<file path="src/core/cef_defines.svh">
/*
 holds the register offsets, field positions and reset values of the can
 fault-flag and buffer-word block.
 assumes it is included by bare name from the package and the modules.
*/
`ifndef CEF_DEFINES_SVH
`define CEF_DEFINES_SVH

// register byte offsets on the apb bus
`define CEF_OFS_FLAGS 12'h000
`define CEF_OFS_WORD2 12'h004

// fault and interrupt flag register fields
`define CEF_FLAG_TX_BUS_OFF 13
`define CEF_FLAG_TX_PASSIVE 12
`define CEF_FLAG_RX_PASSIVE 11
`define CEF_FLAG_TX_WARNING 10
`define CEF_FLAG_RX_WARNING 9
`define CEF_FLAG_ANY_WARNING 8
`define CEF_FLAG_INVALID 7
`define CEF_FLAG_WAKEUP 6
`define CEF_FLAG_ERROR 5
`define CEF_FLAG_QUEUE_FULL 3
`define CEF_FLAG_RX_OVERFLOW 2
`define CEF_FLAG_RX_BUFFER 1
`define CEF_FLAG_TX_BUFFER 0
`define CEF_STATUS_LSB 8
`define CEF_STATUS_W 6
`define CEF_IFLAG_W 8
// implemented interrupt flag bits; bit 4 reads zero
`define CEF_IFLAG_IMPL 8'hEF

// buffer word two fields
`define CEF_W2_EID_LSB 10
`define CEF_W2_EID_W 6
`define CEF_W2_REMOTE 9
`define CEF_W2_RSV1 8
`define CEF_W2_RSV0 4
`define CEF_W2_DLC_LSB 0
`define CEF_W2_DLC_W 4
// writable bits of word two; bits 7-5 read zero
`define CEF_W2_IMPL 16'hFF1F

// reset values
`define CEF_RST_IFLAGS 8'h00
`define CEF_RST_STATUS 6'h00
`define CEF_RST_WORD2 16'h0000

// largest payload of a classic can frame, in bytes
`define CEF_MAX_PAYLOAD 4'h8

`endif

</file>
<file path="src/core/cef_pkg.sv">
/*
 holds the types shared by the can fault-flag block and its flag bank.
 assumes cef_defines.svh is on the include path.
*/
package cef_pkg;
  `include "cef_defines.svh"

  // fault-confinement state of one side of the node, gray coded
  typedef enum logic [1:0] {
    CEF_ERR_ACTIVE = 2'h0,
    CEF_ERR_PASSIVE = 2'h1,
    CEF_BUS_OFF = 2'h3
  } cef_fault_t;

  typedef logic [15:0] cef_word_t;
endpackage

</file>
<file path="src/core/cef_flag_if.sv">
/*
 carries event, clear and flag vectors between the top and the flag bank.
 assumes both ends run on the same pclk.
*/
`timescale 1ns/1ps
interface cef_flag_if #(parameter int N = 8);
  logic [N-1:0] evt;
  logic [N-1:0] clr;
  logic [N-1:0] flags;
  modport bank (input evt, input clr, output flags);
  modport ctl (output evt, output clr, input flags);
endinterface

</file>
<file path="src/core/cef_flag_bank.sv">
/*
 holds a bank of sticky interrupt flags, one flip-flop per implemented bit.
 assumes events and clears are single-cycle pulses synchronous to pclk.
*/
`timescale 1ns/1ps
module cef_flag_bank
  import cef_pkg::*;
#(
  parameter int N = 8,
  parameter logic [N-1:0] IMPL = {N{1'b1}}
) (
  input wire logic pclk,
  input wire logic presetn,
  cef_flag_if.bank fb
);

  ////////////////////////////////////////////////////////////////////////////
  genvar i;
  generate
    for (i = 0; i < N; i++) begin : g_flag
      if (IMPL[i]) begin : g_impl
        logic flag_r;
        logic flag_nxt;
        // set wins over a clear in the same cycle so no event is lost
        assign flag_nxt = fb.evt[i] | (flag_r & ~fb.clr[i]);
        always_ff @(posedge pclk or negedge presetn) begin
          if (!presetn) begin
            flag_r <= 1'b0;
          end else begin
            flag_r <= flag_nxt;
          end
        end
        assign fb.flags[i] = flag_r;
      end else begin : g_none
        assign fb.flags[i] = 1'b0;
      end
    end
  endgenerate

endmodule // cef_flag_bank

</file>
<file path="src/core/cef_can_flags.sv">
/*
 holds the can fault-state status, sticky interrupt flags and message
 buffer word two, reached by software over a zero-wait apb slave.
 assumes the protocol engine drives fault states and one-cycle event
 pulses synchronous to pclk, and that it reads the word two fields.
*/
// Register access over APB and the register addresses were decided locally.
// Overview of operation
// - status bit 13 follows transmitter bus-off state.
// - status bit 12 follows transmitter error-passive state.
// - status bit 11 follows receiver error-passive state.
// - status bit 10 follows transmitter error-warning state.
// - status bit 9 follows receiver error-warning state.
// - status bit 8 is set while either side is in warning.
// - invalid message latches flag bit 7 until cleared.
// - bus activity latches wake-up flag bit 6.
// - any change of status bits 13..8 latches error flag bit 5.
// - receive queue almost full latches flag bit 3.
// - receive buffer overflow latches flag bit 2.
// - flag bits 15-14 and 4 read zero, writes ignored.
// - word two holds extended identifier low bits 15-10, remote bit 9.
// - extended frame with remote bit one is a remote request.
// - standard frame ignores the stored remote bit.
// - word two bits 3-0 hold the data length code.
`timescale 1ns/1ps
`include "cef_defines.svh"
module cef_can_flags
  import cef_pkg::*;
(
  input wire logic pclk,
  input wire logic presetn,
  input wire logic psel,
  input wire logic penable,
  input wire logic pwrite,
  input wire logic [11:0] paddr,
  input wire logic [31:0] pwdata,
  input wire logic [3:0] pstrb,
  output logic [31:0] prdata,
  output logic pready,
  output logic pslverr,
  input cef_fault_t tx_fault_state,
  input cef_fault_t rx_fault_state,
  input wire logic tx_warning,
  input wire logic rx_warning,
  input wire logic invalid_msg_evt,
  input wire logic bus_activity_evt,
  input wire logic queue_almost_full_evt,
  input wire logic rx_overflow_evt,
  input wire logic rx_buffer_evt,
  input wire logic tx_buffer_evt,
  input wire logic rx_word_we,
  input wire logic [15:0] rx_word,
  input wire logic frame_ide,
  output logic [5:0] extended_identifier_low_bits,
  output logic remote_frame,
  output logic [1:0] reserved_frame_bits,
  output logic [3:0] data_length_code,
  output logic [3:0] payload_bytes,
  output logic [15:0] fault_and_flags
);

  ////////////////////////////////////////////////////////////////////////////
  // apb decode
  logic setup_ph;
  logic access_ph;
  logic hit_flags;
  logic hit_word2;
  logic hit_any;
  logic wr_flags;
  logic wr_word2;

  assign setup_ph = psel & ~penable;
  assign access_ph = psel & penable;
  assign hit_flags = (paddr == `CEF_OFS_FLAGS);
  assign hit_word2 = (paddr == `CEF_OFS_WORD2);
  assign hit_any = hit_flags | hit_word2;
  assign wr_flags = access_ph & pwrite & hit_flags;
  assign wr_word2 = access_ph & pwrite & hit_word2;

  // zero wait states: read data is captured in the setup cycle
  assign pready = 1'b1;

  ////////////////////////////////////////////////////////////////////////////
  // fault-state status bits
  logic [5:0] status_r;
  logic [5:0] status_nxt;
  logic tx_off;
  logic tx_passive;
  logic rx_passive;

  assign tx_off = (tx_fault_state == CEF_BUS_OFF);
  assign tx_passive = (tx_fault_state == CEF_ERR_PASSIVE);
  // receiver has no bus-off of its own; anything not active is passive
  assign rx_passive = (rx_fault_state != CEF_ERR_ACTIVE);

  assign status_nxt[`CEF_FLAG_TX_BUS_OFF - `CEF_STATUS_LSB] = tx_off;
  assign status_nxt[`CEF_FLAG_TX_PASSIVE - `CEF_STATUS_LSB] =
    tx_passive;
  assign status_nxt[`CEF_FLAG_RX_PASSIVE - `CEF_STATUS_LSB] =
    rx_passive;
  assign status_nxt[`CEF_FLAG_TX_WARNING - `CEF_STATUS_LSB] =
    tx_warning;
  assign status_nxt[`CEF_FLAG_RX_WARNING - `CEF_STATUS_LSB] =
    rx_warning;
  assign status_nxt[`CEF_FLAG_ANY_WARNING - `CEF_STATUS_LSB] =
    tx_warning | rx_warning;

  // status is read-only: bus writes never reach it
  always_ff @(posedge pclk or negedge presetn) begin
    if (!presetn) begin
      status_r <= `CEF_RST_STATUS;
    end else begin
      status_r <= status_nxt;
    end
  end

  ////////////////////////////////////////////////////////////////////////////
  // sticky interrupt flags
  cef_flag_if #(.N(`CEF_IFLAG_W)) flag_bus ();

  logic status_change;
  logic [7:0] evt_vec;
  logic [7:0] clr_vec;

  // a change of any status bit raises the error flag
  assign status_change = (status_nxt != status_r);

  assign evt_vec[`CEF_FLAG_INVALID] = invalid_msg_evt;
  assign evt_vec[`CEF_FLAG_WAKEUP] = bus_activity_evt;
  assign evt_vec[`CEF_FLAG_ERROR] = status_change;
  assign evt_vec[4] = 1'b0;
  assign evt_vec[`CEF_FLAG_QUEUE_FULL] = queue_almost_full_evt;
  assign evt_vec[`CEF_FLAG_RX_OVERFLOW] = rx_overflow_evt;
  assign evt_vec[`CEF_FLAG_RX_BUFFER] = rx_buffer_evt;
  assign evt_vec[`CEF_FLAG_TX_BUFFER] = tx_buffer_evt;

  // writing zero clears a flag, writing one leaves it alone
  assign clr_vec = {8{wr_flags & pstrb[0]}} & ~pwdata[7:0];

  assign flag_bus.evt = evt_vec;
  assign flag_bus.clr = clr_vec;

  cef_flag_bank #(
    .N(`CEF_IFLAG_W),
    .IMPL(`CEF_IFLAG_IMPL)
  ) u_flags (
    .pclk(pclk),
    .presetn(presetn),
    .fb(flag_bus.bank)
  );

  logic [15:0] flags_word;
  // bits 15-14 are tied low and never written
  assign flags_word = {2'h0, status_r, flag_bus.flags};

  ////////////////////////////////////////////////////////////////////////////
  // message buffer word two
  logic [15:0] word2_r;
  logic [15:0] word2_nxt;
  logic [15:0] bus_word;

  // one write lane per byte strobe; lanes 3 and 2 carry nothing
  genvar b;
  generate
    for (b = 0; b < 2; b++) begin : g_lane
      assign bus_word[8*b +: 8] = pstrb[b] ? pwdata[8*b +: 8] :
        word2_r[8*b +: 8];
    end
  endgenerate

  // the receiver loads a whole word and wins over a software write,
  // so a frame that lands mid-access is never half overwritten
  always_comb begin
    word2_nxt = word2_r;
    if (rx_word_we) begin
      word2_nxt = rx_word & `CEF_W2_IMPL;
    end else if (wr_word2) begin
      // reserved bits 8 and 4 are stored as written; software keeps
      // them zero so the frame carries dominant reserved bits
      word2_nxt = bus_word & `CEF_W2_IMPL;
    end
  end

  always_ff @(posedge pclk or negedge presetn) begin
    if (!presetn) begin
      word2_r <= `CEF_RST_WORD2;
    end else begin
      word2_r <= word2_nxt;
    end
  end

  ////////////////////////////////////////////////////////////////////////////
  // frame fields towards the protocol engine
  logic [3:0] dlc_w;
  logic [5:0] eid_w;
  logic rtr_w;
  logic [1:0] rsv_w;
  logic [5:0] eid_r;
  logic [5:0] eid_nxt;
  logic remote_r;
  logic remote_nxt;
  logic [1:0] rsv_r;
  logic [1:0] rsv_nxt;
  logic [3:0] dlc_r;
  logic [3:0] dlc_nxt;
  logic [3:0] bytes_r;
  logic [3:0] bytes_nxt;

  assign dlc_w = word2_r[`CEF_W2_DLC_LSB +: `CEF_W2_DLC_W];
  assign eid_w = word2_r[`CEF_W2_EID_LSB +: `CEF_W2_EID_W];
  assign rtr_w = word2_r[`CEF_W2_REMOTE];
  assign rsv_w = {word2_r[`CEF_W2_RSV1], word2_r[`CEF_W2_RSV0]};

  assign eid_nxt = eid_w;
  // remote bit only counts in extended format
  assign remote_nxt = frame_ide & rtr_w;
  assign rsv_nxt = rsv_w;
  assign dlc_nxt = dlc_w;
  // codes above eight still mean an eight-byte payload
  assign bytes_nxt = (dlc_w > `CEF_MAX_PAYLOAD) ? `CEF_MAX_PAYLOAD :
    dlc_w;

  // each field has its own flop so the engine sees one settled copy
  always_ff @(posedge pclk or negedge presetn) begin
    if (!presetn) begin
      eid_r <= 6'h00;
    end else begin
      eid_r <= eid_nxt;
    end
  end

  always_ff @(posedge pclk or negedge presetn) begin
    if (!presetn) begin
      remote_r <= 1'b0;
    end else begin
      remote_r <= remote_nxt;
    end
  end

  always_ff @(posedge pclk or negedge presetn) begin
    if (!presetn) begin
      rsv_r <= 2'h0;
    end else begin
      rsv_r <= rsv_nxt;
    end
  end

  always_ff @(posedge pclk or negedge presetn) begin
    if (!presetn) begin
      dlc_r <= 4'h0;
    end else begin
      dlc_r <= dlc_nxt;
    end
  end

  always_ff @(posedge pclk or negedge presetn) begin
    if (!presetn) begin
      bytes_r <= 4'h0;
    end else begin
      bytes_r <= bytes_nxt;
    end
  end

  assign extended_identifier_low_bits = eid_r;
  assign remote_frame = remote_r;
  assign reserved_frame_bits = rsv_r;
  assign data_length_code = dlc_r;
  assign payload_bytes = bytes_r;

  assign fault_and_flags = flags_word;

  ////////////////////////////////////////////////////////////////////////////
  // read data and error, captured in the setup cycle
  logic [15:0] rd_sel;
  logic [31:0] prdata_r;
  logic [31:0] prdata_nxt;
  logic pslverr_r;
  logic pslverr_nxt;

  assign rd_sel = hit_flags ? flags_word :
    (hit_word2 ? word2_r : 16'h0000);
  // write cycles read back zero so no register leaks onto the bus
  assign prdata_nxt = pwrite ? 32'h00000000 : {16'h0000, rd_sel};
  assign pslverr_nxt = ~hit_any;

  // snapshot one cycle early keeps pready constant high; a flag set
  // during the access cycle shows on the next read instead
  always_ff @(posedge pclk or negedge presetn) begin
    if (!presetn) begin
      prdata_r <= 32'h00000000;
    end else if (setup_ph) begin
      prdata_r <= prdata_nxt;
    end
  end

  always_ff @(posedge pclk or negedge presetn) begin
    if (!presetn) begin
      pslverr_r <= 1'b0;
    end else if (setup_ph) begin
      pslverr_r <= pslverr_nxt;
    end
  end

  assign prdata = prdata_r;
  assign pslverr = pslverr_r;

endmodule // cef_can_flags

</file>
<file path="config.mk">
export PLATFORM = sky130hd
export DESIGN_NAME = cef_can_flags
export DESIGN_NICKNAME = d
export VERILOG_FILES = /design/src/core/cef_pkg.sv /design/src/core/cef_flag_if.sv /design/src/core/cef_flag_bank.sv /design/src/core/cef_can_flags.sv
export VERILOG_INCLUDE_DIRS = /design/src /design/src/core
export SDC_FILE = /design/constraint.sdc
export NUM_CORES = 1
export LEC_CHECK = 0
export BUFFER_PORTS_ARGS = -buffer_cell sky130_fd_sc_hd__buf_2
export CORE_ASPECT_RATIO = 1.5
export CORE_MARGIN = 3
export CORE_UTILIZATION = 47
export CTS_BUF_LIST = sky130_fd_sc_hd__clkbuf_16
export CTS_CLUSTER_DIAMETER = 150
export CTS_CLUSTER_SIZE = 20
export DETAILED_ROUTE_END_ITERATION = 8
export GPL_TIMING_DRIVEN = 0
export PLACE_DENSITY = 0.85
export SYNTH_ARGS = -nofsm -noshare
export SYNTH_HDL_FRONTEND = slang
export SYNTH_SLANG_ARGS = --single-unit
</file>
<file path="constraint.sdc">
create_clock -name pclk -period 2.11 [get_ports pclk]
set_input_delay 0.1055 -clock pclk [delete_from_list [all_inputs] [get_ports pclk]]
set_output_delay 0.1055 -clock pclk [all_outputs]
set_load 0.05 [all_outputs]
</file>
* Word level (Yosys, flattened, before mapping)
Cells that the tools add are included.
** Cells by class
- Order comparisons :: 1
- Equality and inequality tests :: 4
- Shift-type cells :: 0
- Multiply operators :: 0
- Bitwise logic cells :: 34
- Div/mod/pow operators :: 0
- Reductions and logical operators :: 7
- $add $sub $neg :: 0
- Multiplexer cells :: 8
** Operators with widths (count)
- 2-to-1 mux 16 bit :: 5
- AND 1 bit :: 14
- == test 12 x 3 -> 1 bit, second input constant :: 1
- logical NOT 12 bit :: 1
- NOT 1 bit :: 9
- OR 1 bit :: 9
- AND 8 bit :: 1
- 2-to-1 mux 8 bit :: 1
- NOT 8 bit :: 1
- nonzero test 2 bit :: 4
- inequality test 6 bit :: 1
- 2-to-1 mux 5 bit :: 1
- > comparator 4 bit, second input constant :: 1
- 2-to-1 mux 4 bit :: 1
- AND reduction 2 bit :: 2
- == test 2 x 1 -> 1 bit, second input constant :: 1
- == test 2 bit, second input constant :: 1
** Word-level totals
- Bits in read-only memories :: 0
- Logic and storage cells :: 72
- Register bits after elaboration :: 79
- Bits in latches :: 0
- Memories kept :: 0
- Bits in writable memories :: 0
- Output and inout bits :: 67
- Input port bits :: 83

* Logic depth before layout (Yosys ltp)
Gate-level depths: netlist of run 1.
- Depth in word-level cells :: 8
- Gate-level depth with buffers :: 6
- Depth with buffers taken out :: 4

* Modules after synthesis
Synthesis of run 1 repeated with hierarchy kept, for this count alone.
** Unflattened totals
- Cell total of the unflattened synthesis :: 230
- Area, all modules :: 2631.3 µm²
** By module, submodules not included
- cef_can_flags :: cells an instance 200, instances 1, area each 2313.5 µm²
- cef_flag_bank :: cells an instance 30, instances 1, area each 317.8 µm²

* Least setup slack after synthesis of run 1
No wires, ideal clock.
- Path kind :: input to register
- Start :: input paddr[5]
- End :: register word2_r[10]
- Data required time :: 1.987 ns
- Buffers on the path :: 1
- Setup time :: 0.123 ns
- Path slack :: 0.711 ns
- Arrival time :: 1.276 ns
- Stages on the path :: 5
- Path through :: nor4_4 nand3_2 or3_1 buf_6 o221a_1
** On the way
- Word-level cells in the longest chain between the ends :: 4
** RTL lines
- start: declaration :: line cef_can_flags.sv:35 : input wire logic [11:0] paddr,
- == test 12 x 3 -> 1 bit (no source line)
- AND 1 bit :: line cef_can_flags.sv:78 : assign wr_word2 = access_ph & pwrite & hit_word2;
- nonzero test 2 bit (no source line)
- AND reduction 2 bit (no source line)
- end signal: assignment :: line cef_can_flags.sv:186 : word2_r <= `CEF_RST_WORD2;
- end signal: assignment :: line cef_can_flags.sv:188 : word2_r <= word2_nxt;
- end: declaration :: line cef_can_flags.sv:158 : logic [15:0] word2_r;
Every way passes these cells.
A chain may end at the register's enable or synchronous reset.

* Final worst setup path of run 1
- Start :: input paddr[5]
- End :: register word2_r[9]
Same word-level chain as after synthesis.

==> impl_metrics.csv, run 1 <==
group,metric,value,unit
layout,fin_nets,449,
min_path,holdCritPathClass,"in -> reg",
timing,worst_slew_margin,0.515,
pwr,power.density_cell_area,796,nW/µm²
grt,grt.met2_usage,0.367,
cts,clkTransAtPathRegs,0.05,ns
setup_path,critPathCaptureType,"flip-flop",
floorplanning,floorplan.die.height,97.1,µm
synth,ys_seq_area_frac,0.577,
layout,fin_util,0.697,
floorplanning,design.portCount,150,
timing,rsz_0062_raised_after_global_routing,"false",
timing,clock_skew,0.00305,ns
route,drc_errors,0,
floorplanning,floorplan.initialDensity,0.496,
route,aggregate_routed_wire_length,6040,µm
pwr,irDropWorstVdd,0.569,mV
timing,setup_viol,0,
cts,cts.root.buffer_cell,"sky130_fd_sc_hd__clkbuf_16",
pwr,report.power.total,2.91,mW
grt,grt_util_all_layers,0.203,
place,gp_congestion,0.750,
cts,cts_htree_levels,3,
setup_path,crit_family,"simple AND/OR/NAND/NOR gates",
grt,use_met1,0.214,
route,drt_iter0_drc,105,
setup_path,worstPathArrival,1.49,ns
grt,most_utilized_layer_in_the_global_route_result,"met2",
cts,cts_sinks,60,
setup_path,setup.reg_to_reg.worst_slack,1.02,ns
grt,grt_pass1_wl,9830,µm
timing,final_hold_viol_count,0,
floorplanning,fp.dieArea,6480,µm²
setup_path,required,2.31,ns
synth,post_synth.cell_area_avg,11.9,µm²
setup_path,crit_fanout,8,
synth,synth.top_cells.by_area,"sky130_fd_sc_hd__dfrtp_1 (58%), sky130_fd_sc_hd__buf_4 (7.8%), sky130_fd_sc_hd__mux2i_1 (5.8%)",
grt,first_global_vias,2158,
timing,period_share,0.613,
cts,clock_latency_on_the_worst_skew_pair,0.31,ns
grt,grt_max_degree,61,
place,dp_worst_setup_slack,0.494,ns
timing,worst_pin_slew,0.728,ns
layout,areaGrowthSynthToFinish,40.5,%
setup_path,critical_path.max_stage_delay,0.40,ns
synth,distinct_cells_synth,34,
synth,synthFlopType,"sky130_fd_sc_hd__dfrtp_1",
setup_path,crit_type,"in -> reg",
route,ant_nets,0,
place,place_hpwl,4630,µm
synth,largest_area_contributor_in_the_synthesized_netlist,"sky130_fd_sc_hd__dfrtp_1",
synth,synth.cells.most_frequent,"sky130_fd_sc_hd__dfrtp_1 (60), sky130_fd_sc_hd__buf_4 (27), sky130_fd_sc_hd__o21ai_0 (23), sky130_fd_sc_hd__nand2_1 (16)",
floorplanning,placeableCoreArea,5250,µm²
outcome,status,"finished clean",
cts,cts_setup_buffers,0,
place,port_buffers,107,
timing,final_max_slew_viol_count,0,
floorplanning,die_boundary_width,66.7,µm
layout,fin_area,3650,µm²
setup_path,setup.worst_path.start_class,"primary input",
cts,cts-root-to-sink-buffers,2,
cts,cts-buffers-inserted,9,
layout,antenna_cells_inserted,0,
synth,ys_ff_latch,60,
route,routed_via_density,4.76,
grt,globalRouteOverflowTotal,0,
synth,netlist_instances,219,
flow_run,maxCapViolCount,0,
synth,async_reset_ff_frac,1.00,
grt,grt_antenna_before_repair,0,
timing,final.min_clock_period,1.29,ns
floorplanning,rows,32,
route,detail_route.wl_per_cell,13.8,µm
layout,post_route_cells_drive_above_1_share,0.415,
grt,groute.layer.met3.usage,0.0394,
synth,synth_enable_flop_cells,0,
timing,fin_ws,0.816,ns
synth,synth_area,2600,µm²
route,detailedRoute.firstPassIterationCount,4,
synth,yosys_warnings,0,
setup_path,crit_slowest_cell,"sky130_fd_sc_hd__or3_1",
timing,max_freq,0.773,GHz
pwr,p_leak,1.81,nW
setup_path,worst-path-buf-inv,2,
synth,most_used_standard_cell_by_instance_count_after_synthesis,"sky130_fd_sc_hd__dfrtp_1",
route,vias,2088,
synth,synth_largest_type_area_fraction,0.577,
place,placedInstanceArea,3290,µm²
cts,tritoncts_clock_tree,"done",
timing,setup-tns-final,0,ns
setup_path,critical_path.cell_chain,"buf_2, nor4_4, nand3_2, or3_1, buf_6, o221a_1",
## state kept, by name, summed over array words and instances, names as in the netlist
signal and count:
remote_frame 1, data_length_code 4, word2_r 13, status_r 6, pslverr 1, prdata 16, payload_bytes 4, extended_identifier_low_bits 6
reserved_frame_bits 2, u_flags.g_flag.g_impl.flag_r 7
## per-stage QoR
step                      cells  hold WS [ns]
after floorplan             237        -0.190
after global placement      412         0.255
after detailed placement    412         0.264
after CTS                   438       0.00264
after global routing        439       0.00897
final                       439       0.00899
## cells by family (layout without fill, tap and decap cells)
group	count (synthesis)	in the layout	share of synthesized area
DFF	60	60	0.577
and+or+nand+nor	63	63	0.148
buffers and inverters	37	171	0.0962
AOI/OAI and AO/OA	39	39	0.107
xor gates and xnor gates	2	2	0.00674
muxes	16	16	0.0620
other	2	20	0.00289
## layer usage
layer,share of wire,vias up
met3,0.074,11
met4,0.021,0
met5,0,-
met2,0.55,85
met1,0.36,976
li1,-,1016
## power breakdown
group          internal, mW  leakage [nW]  switching [mW]  total [mW]
clock                 0.760         0.129           0.434        1.19
combinational         0.153         0.965           0.317       0.470
sequential             1.21         0.716          0.0344        1.24
total                  2.12          1.81           0.785        2.91
## placed cells by master, fill, tap and decap left out, drive strengths merged, types with 4 or more instances in the layout
cell type	instances
clkinv	5
conb	20
nand4	5
nand2	16
nand2b	15
dlygate4sd3	11
dfrtp	60
buf	137
clkbuf	16
mux2i	15
o21ai	23
nor2b	4
o221a	8
## worst reg2reg max path: stages (launching register included)
cell	delay [ns]
sky130_fd_sc_hd__dfrtp_1	0.42
sky130_fd_sc_hd__xnor2_1	0.19
sky130_fd_sc_hd__nand4_1	0.12
sky130_fd_sc_hd__nand3_1	0.13
sky130_fd_sc_hd__nand4_1	0.09
## cell type report
type	count	area (µm²)
buffer	37	250
multi-input combinational	140	917
tap	68	85.1
sequential	60	1500
clock buffer	9	225
timing repair buffer	118	648
clock inverter	7	26.3
fill	394	1590
## final timing paths
check	startpoint	to	depth (start not counted)
min in group asynchronous	presetn	prdata[1]	2
max in group asynchronous	presetn	u_flags.g_flag[2].g_impl.flag_r	2
min	rx_word[3]	word2_r[3]	3
min reg2reg	word2_r[8]	reserved_frame_bits[1]	0
max reg2reg	status_r[1]	u_flags.g_flag[5].g_impl.flag_r	4
max	paddr[5]	word2_r[9]	6
## repair_timing
item / in CTS / in global routing
gates resized for setup: 0 / 0
setup endpoints to repair: 0 / 0
hold buffers: 10 / 1
hold endpoints to repair: 10 / 60
(Power assumes the default switching activity.)
==> inputs of run 2 (changes only) <==
--- a/config.mk
+++ b/config.mk
@@ -9,13 +9,13 @@
 export BUFFER_PORTS_ARGS = -buffer_cell sky130_fd_sc_hd__buf_2
 export CORE_ASPECT_RATIO = 1.5
 export CORE_MARGIN = 3
-export CORE_UTILIZATION = 47
+export CORE_UTILIZATION = 44
 export CTS_BUF_LIST = sky130_fd_sc_hd__clkbuf_16
 export CTS_CLUSTER_DIAMETER = 150
 export CTS_CLUSTER_SIZE = 20
 export DETAILED_ROUTE_END_ITERATION = 8
 export GPL_TIMING_DRIVEN = 0
-export PLACE_DENSITY = 0.85
+export PLACE_DENSITY = 0.8
 export SYNTH_ARGS = -nofsm -noshare
 export SYNTH_HDL_FRONTEND = slang
 export SYNTH_SLANG_ARGS = --single-unit
==> constraint.sdc (replaced) <==
create_clock -name pclk -period 1.3 [get_ports pclk]
set_input_delay 0.065 -clock pclk [delete_from_list [all_inputs] [get_ports pclk]]
set_output_delay 0.065 -clock pclk [all_outputs]
set_load 0.05 [all_outputs]
==> run 2 against run 1 <==
  * The flow now finishes with violations (negative hold slack)
  * Largest cell class unchanged
  * Worst hold slack got worse by 0.014 ns
  * Via count up 1.8%
  * Largest power group is now the clock network
  * Non-clock buffer count is 10 higher
  * Highest routed layer unchanged
  * Critical path depth unchanged
  * Design area is 3.5% higher
  * Power increased by 70%
==> impl_metrics.csv, run 2 (synthesis gave the netlist of run 1 again) <==
group,metric,value,unit
timing,setup_viol,0,
min_path,holdCritPathClass,"in -> reg",
setup_path,crit_fanout,8,
route,vias,2125,
layout,final_cell_count_without_fillers,449,
layout,multiInputGateArea,927,µm²
floorplanning,design.portCount,150,
grt,globalRouteOverflowTotal,0,
route,routed_via_density,4.73,
setup_path,crit_type,"in -> reg",
timing,worst_pin_slew,0.735,ns
layout,post_route_cells_drive_above_1_share,0.422,
timing,setup-tns-final,0,ns
pwr,irDropWorstVdd,0.906,mV
layout,seq_area,1500,µm²
timing,fin_ws,0.0439,ns
route,drt_iter0_drc,71,
layout,fillers,450,
place,placedInstanceArea,3290,µm²
timing,max_freq,0.796,GHz
cts,cts_sinks,60,
outcome,status,"finished, violations left",
layout,fin_area,3780,µm²
setup_path,required,1.50,ns
flow_run,maxCapViolCount,0,
layout,fin_nets,459,
floorplanning,fp.dieArea,6890,µm²
grt,grt_max_degree,61,
pwr,report.power.total,4.95,mW
floorplanning,placeableCoreArea,5620,µm²
route,drc_errors,0,
cts,tritoncts_clock_tree,"done",
grt,grt_util_all_layers,0.196,
floorplanning,rows,33,
layout,fin_util,0.673,
setup_path,worstPathArrival,1.45,ns
floorplanning,floorplan.die.height,100,µm
layout,final_common_cell,"sky130_fd_sc_hd__buf_2",
cts,clock_latency_on_the_worst_skew_pair,0.32,ns
pwr,power.density_cell_area,1310,nW/µm²
place,gp_congestion,0.727,
place,place_hpwl,4560,µm
place,dp_worst_setup_slack,-0.287,ns
setup_path,setup.worst_path.start_class,"primary input",
route,ant_nets,0,
timing,worst_slew_margin,0.510,
timing,final.min_clock_period,1.26,ns
timing,period_share,0.966,
layout,final_cell_mix,"sky130_fd_sc_hd__buf_2 (107), sky130_fd_sc_hd__dfrtp_1 (60), sky130_fd_sc_hd__buf_4 (31)",
floorplanning,floorplan.initialDensity,0.463,
cts,clkTransAtPathRegs,0.05,ns
outcome,failed_checks,"negative hold slack",
timing,final_hold_viol_count,1,
layout,antenna_cells_inserted,0,
grt,first_global_vias,2121,
timing,final_max_slew_viol_count,0,
cts,cts-root-to-sink-buffers,2,
floorplanning,die_boundary_width,68.8,µm
layout,largest_register_ffs,16,
layout,areaGrowthSynthToFinish,45.3,%
grt,grt_antenna_before_repair,0,
setup_path,critPathCaptureType,"flip-flop",
cts,cts_htree_levels,3,
route,aggregate_routed_wire_length,6440,µm
route,detailedRoute.firstPassIterationCount,4,
place,port_buffers,107,
pwr,p_leak,1.86,nW
place,placed_cells_incl_taps,414,
timing,fin_worst_hold_slack,-0.00459,ns
route,detail_route.wl_per_cell,14.4,µm
cts,cts-buffers-inserted,9,
grt,grt_pass1_wl,10000,µm
timing,clock_skew,0.00700,ns
cts,cts.root.buffer_cell,"sky130_fd_sc_hd__clkbuf_16",
run 2: timing repair:
action,CTS,global route
hold endpoints to repair,17,60
buffers inserted,0,3
gates resized for setup,0,3
hold buffers,17,1
setup endpoints to repair,0,9
run 2: layer usage:
layer / share of wire / global-route usage
met5: 0 / 0
met4: 0.020 / 0.0931
met3: 0.069 / 0.0291
met2: 0.54 / 0.346
met1: 0.37 / 0.224
run 2: layout make-up:
class                      instances  share of cell area
buffer                            37              0.0669
tap                               70              0.0232
timing repair buffer             128               0.196
clock inverter                     5              0.0119
sequential                        60               0.397
multi-input combinational        140               0.245
clock buffer                       9              0.0596
run 2: power breakdown:
part / switching (mW) / internal [mW]
Sequential: 0.0584 / 1.96
Combinational: 0.521 / 0.264
Clock: 0.716 / 1.43
Total: 1.29 / 3.66
run 2: critical path, cell delays in order:
cell	delay, ns
sky130_fd_sc_hd__buf_2	0.11
sky130_fd_sc_hd__nor4_4	0.35
sky130_fd_sc_hd__nand3_2	0.15
sky130_fd_sc_hd__or3_4	0.40
sky130_fd_sc_hd__buf_6	0.14
sky130_fd_sc_hd__o221a_1	0.23
run 2: final timing paths:
kind	start	to	slack, ns	cells after the start
max	paddr[6]	word2_r[13]	0.04	6
min	pwdata[6]	u_flags.g_flag[6].g_impl.flag_r	-0.005	3
max reg2reg	status_r[1]	u_flags.g_flag[5].g_impl.flag_r	0.20	4
min reg2reg	word2_r[11]	extended_identifier_low_bits[1]	0.40	0
max in group asynchronous	presetn	prdata[15]	0.47	2
min in group asynchronous	presetn	data_length_code[3]	0.36	2
==> inputs of run 3 (changes only) <==
--- a/config.mk
+++ b/config.mk
@@ -8,7 +8,6 @@
 export LEC_CHECK = 0
 export BUFFER_PORTS_ARGS = -buffer_cell sky130_fd_sc_hd__buf_2
 export CORE_ASPECT_RATIO = 1.5
-export CORE_MARGIN = 3
 export CORE_UTILIZATION = 44
 export CTS_BUF_LIST = sky130_fd_sc_hd__clkbuf_16
 export CTS_CLUSTER_DIAMETER = 150
==> constraint.sdc (replaced) <==
create_clock -name pclk -period 1.3 [get_ports pclk]
set_input_delay 0.065 -clock pclk [delete_from_list [all_inputs] [get_ports pclk]]
set_output_delay 0.065 -clock pclk [all_outputs]
set_load 0.02 [all_outputs]
==> run 3 against run 2 <==
  * Cell count rose by 0.22%
  * Design area rose by 0.79%
  * Via count rose by 0.71%
  * Worst setup slack improved by 0.030 ns
  * The run now ends clean
==> impl_metrics.csv, run 3 (synthesis gave the netlist of run 1 again) <==
group,metric,value,unit
place,gp_congestion,0.695,
place,placedInstanceArea,3290,µm²
timing,setup_viol,0,
cts,cts_sinks,60,
timing,fin_worst_hold_slack,0.0113,ns
grt,grt_pass1_wl,9760,µm
timing,final_hold_viol_count,0,
place,placed_cells_incl_taps,414,
grt,first_global_vias,2049,
layout,final_common_cell,"sky130_fd_sc_hd__buf_2",
setup_path,critPathCaptureType,"flip-flop",
flow_run,maxCapViolCount,0,
route,detailedRoute.firstPassIterationCount,4,
route,aggregate_routed_wire_length,6240,µm
layout,final_cell_mix,"sky130_fd_sc_hd__buf_2 (108), sky130_fd_sc_hd__dfrtp_1 (60), sky130_fd_sc_hd__buf_4 (30)",
pwr,irDropWorstVdd,0.848,mV
route,detail_route.wl_per_cell,13.9,µm
timing,worst_pin_slew,0.719,ns
floorplanning,floorplan.initialDensity,0.467,
grt,globalRouteOverflowTotal,0,
setup_path,crit_slowest_cell,"sky130_fd_sc_hd__or3_4",
cts,cts-root-to-sink-buffers,2,
layout,antenna_cells_inserted,0,
place,place_hpwl,4500,µm
layout,largest_register_ffs,16,
setup_path,critical_path.max_stage_delay,0.47,ns
outcome,status,"finished clean",
route,drc_errors,0,
timing,clock_skew,0.00633,ns
cts,cts.root.buffer_cell,"sky130_fd_sc_hd__clkbuf_16",
floorplanning,design.portCount,150,
layout,post_route_cells_drive_above_1_share,0.424,
cts,cts-buffers-inserted,9,
floorplanning,die_boundary_width,64.8,µm
timing,fin_ws,0.0741,ns
timing,rsz_0062_raised_after_global_routing,"false",
timing,worst_slew_margin,0.521,
cts,clkTransAtPathRegs,0.05,ns
place,port_buffers,107,
setup_path,crit_fanout,8,
cts,cts_htree_levels,3,
floorplanning,fp.dieArea,6230,µm²
min_path,holdCritPathClass,"in -> reg",
grt,grt_util_all_layers,0.215,
setup_path,worstPathArrival,1.43,ns
route,ant_nets,0,
layout,final_cell_count_without_fillers,450,
pwr,p_leak,1.87,nW
layout,fillers,412,
layout,seq_area,1500,µm²
layout,multiInputGateArea,922,µm²
setup_path,setup.worst_path.start_class,"primary input",
layout,fin_area,3810,µm²
layout,areaGrowthSynthToFinish,46.5,%
place,dp_worst_setup_slack,-0.294,ns
pwr,power.density_cell_area,1310,nW/µm²
pwr,report.power.total,5.00,mW
timing,max_freq,0.816,GHz
setup_path,required,1.50,ns
timing,final.min_clock_period,1.23,ns
timing,setup-tns-final,0,ns
grt,grt_max_degree,61,
floorplanning,placeableCoreArea,5570,µm²
cts,tritoncts_clock_tree,"done",
floorplanning,floorplan.die.height,96.2,µm
route,vias,2140,
layout,fin_util,0.684,
setup_path,crit_type,"in -> reg",
grt,grt_antenna_before_repair,0,
route,drt_iter0_drc,117,
cts,clock_latency_on_the_worst_skew_pair,0.32,ns
setup_path,critical_path.cell_chain,"buf_2, nor4_4, nand3_2, or3_4, o221a_1",
timing,period_share,0.943,
layout,fin_nets,459,
floorplanning,rows,33,
timing,final_max_slew_viol_count,0,
route,routed_via_density,4.76,
[run 3: timing repair]
| action | 4_1_cts | 5_1_grt |
|---|---|---|
| setup endpoints to repair | 0 | 9 |
| resized for setup | 0 | 1 |
| endpoints found under the hold margin | 18 | 60 |
| hold buffers | 19 | 1 |
| buffers inserted | 0 | 2 |
[run 3: cell type report]
class,instances,share of cell area
sequential,60,0.394
multi-input combinational,140,0.242
timing repair buffer,129,0.198
buffer,36,0.0627
clock buffer,9,0.0591
tap,70,0.0230
clock inverter,6,0.0213
[run 3: critical path, delay by kind of cell]
family / cells / cell delay [ns]
compound gates: 1 / 0.25
simple gates: 3 / 0.99
buf+inv: 1 / 0.11
[run 3: final timing paths]
kind	startpoint	to	slack (ns)	depth (start not counted)
max in group asynchronous	presetn	status_r[3]	0.48	2
min	pwdata[12]	word2_r[12]	0.01	2
max reg2reg	status_r[1]	u_flags.g_flag[5].g_impl.flag_r	0.23	4
min in group asynchronous	presetn	data_length_code[3]	0.35	2
max	paddr[9]	word2_r[14]	0.07	5
min reg2reg	word2_r[13]	extended_identifier_low_bits[3]	0.41	0
[run 3: per-layer routing]
layer | vias to the layer above | wire, µm | GRT usage
li1 | 1043 | - | -
met1 | 1010 | 2340 | 0.229
met2 | 80 | 3460 | 0.395
met3 | 7 | 334 | 0.0438
met4 | 0 | 110 | 0.109
met5 | - | 0 | 0
[run 3: report_power, final]
part           total [mW]  switching (mW)  internal, mW  leakage [nW]
sequential           2.02          0.0578          1.96         0.716
clock                2.40           0.758          1.65         0.152
combinational       0.577           0.312         0.265          1.01
total                5.00            1.13          3.88          1.87
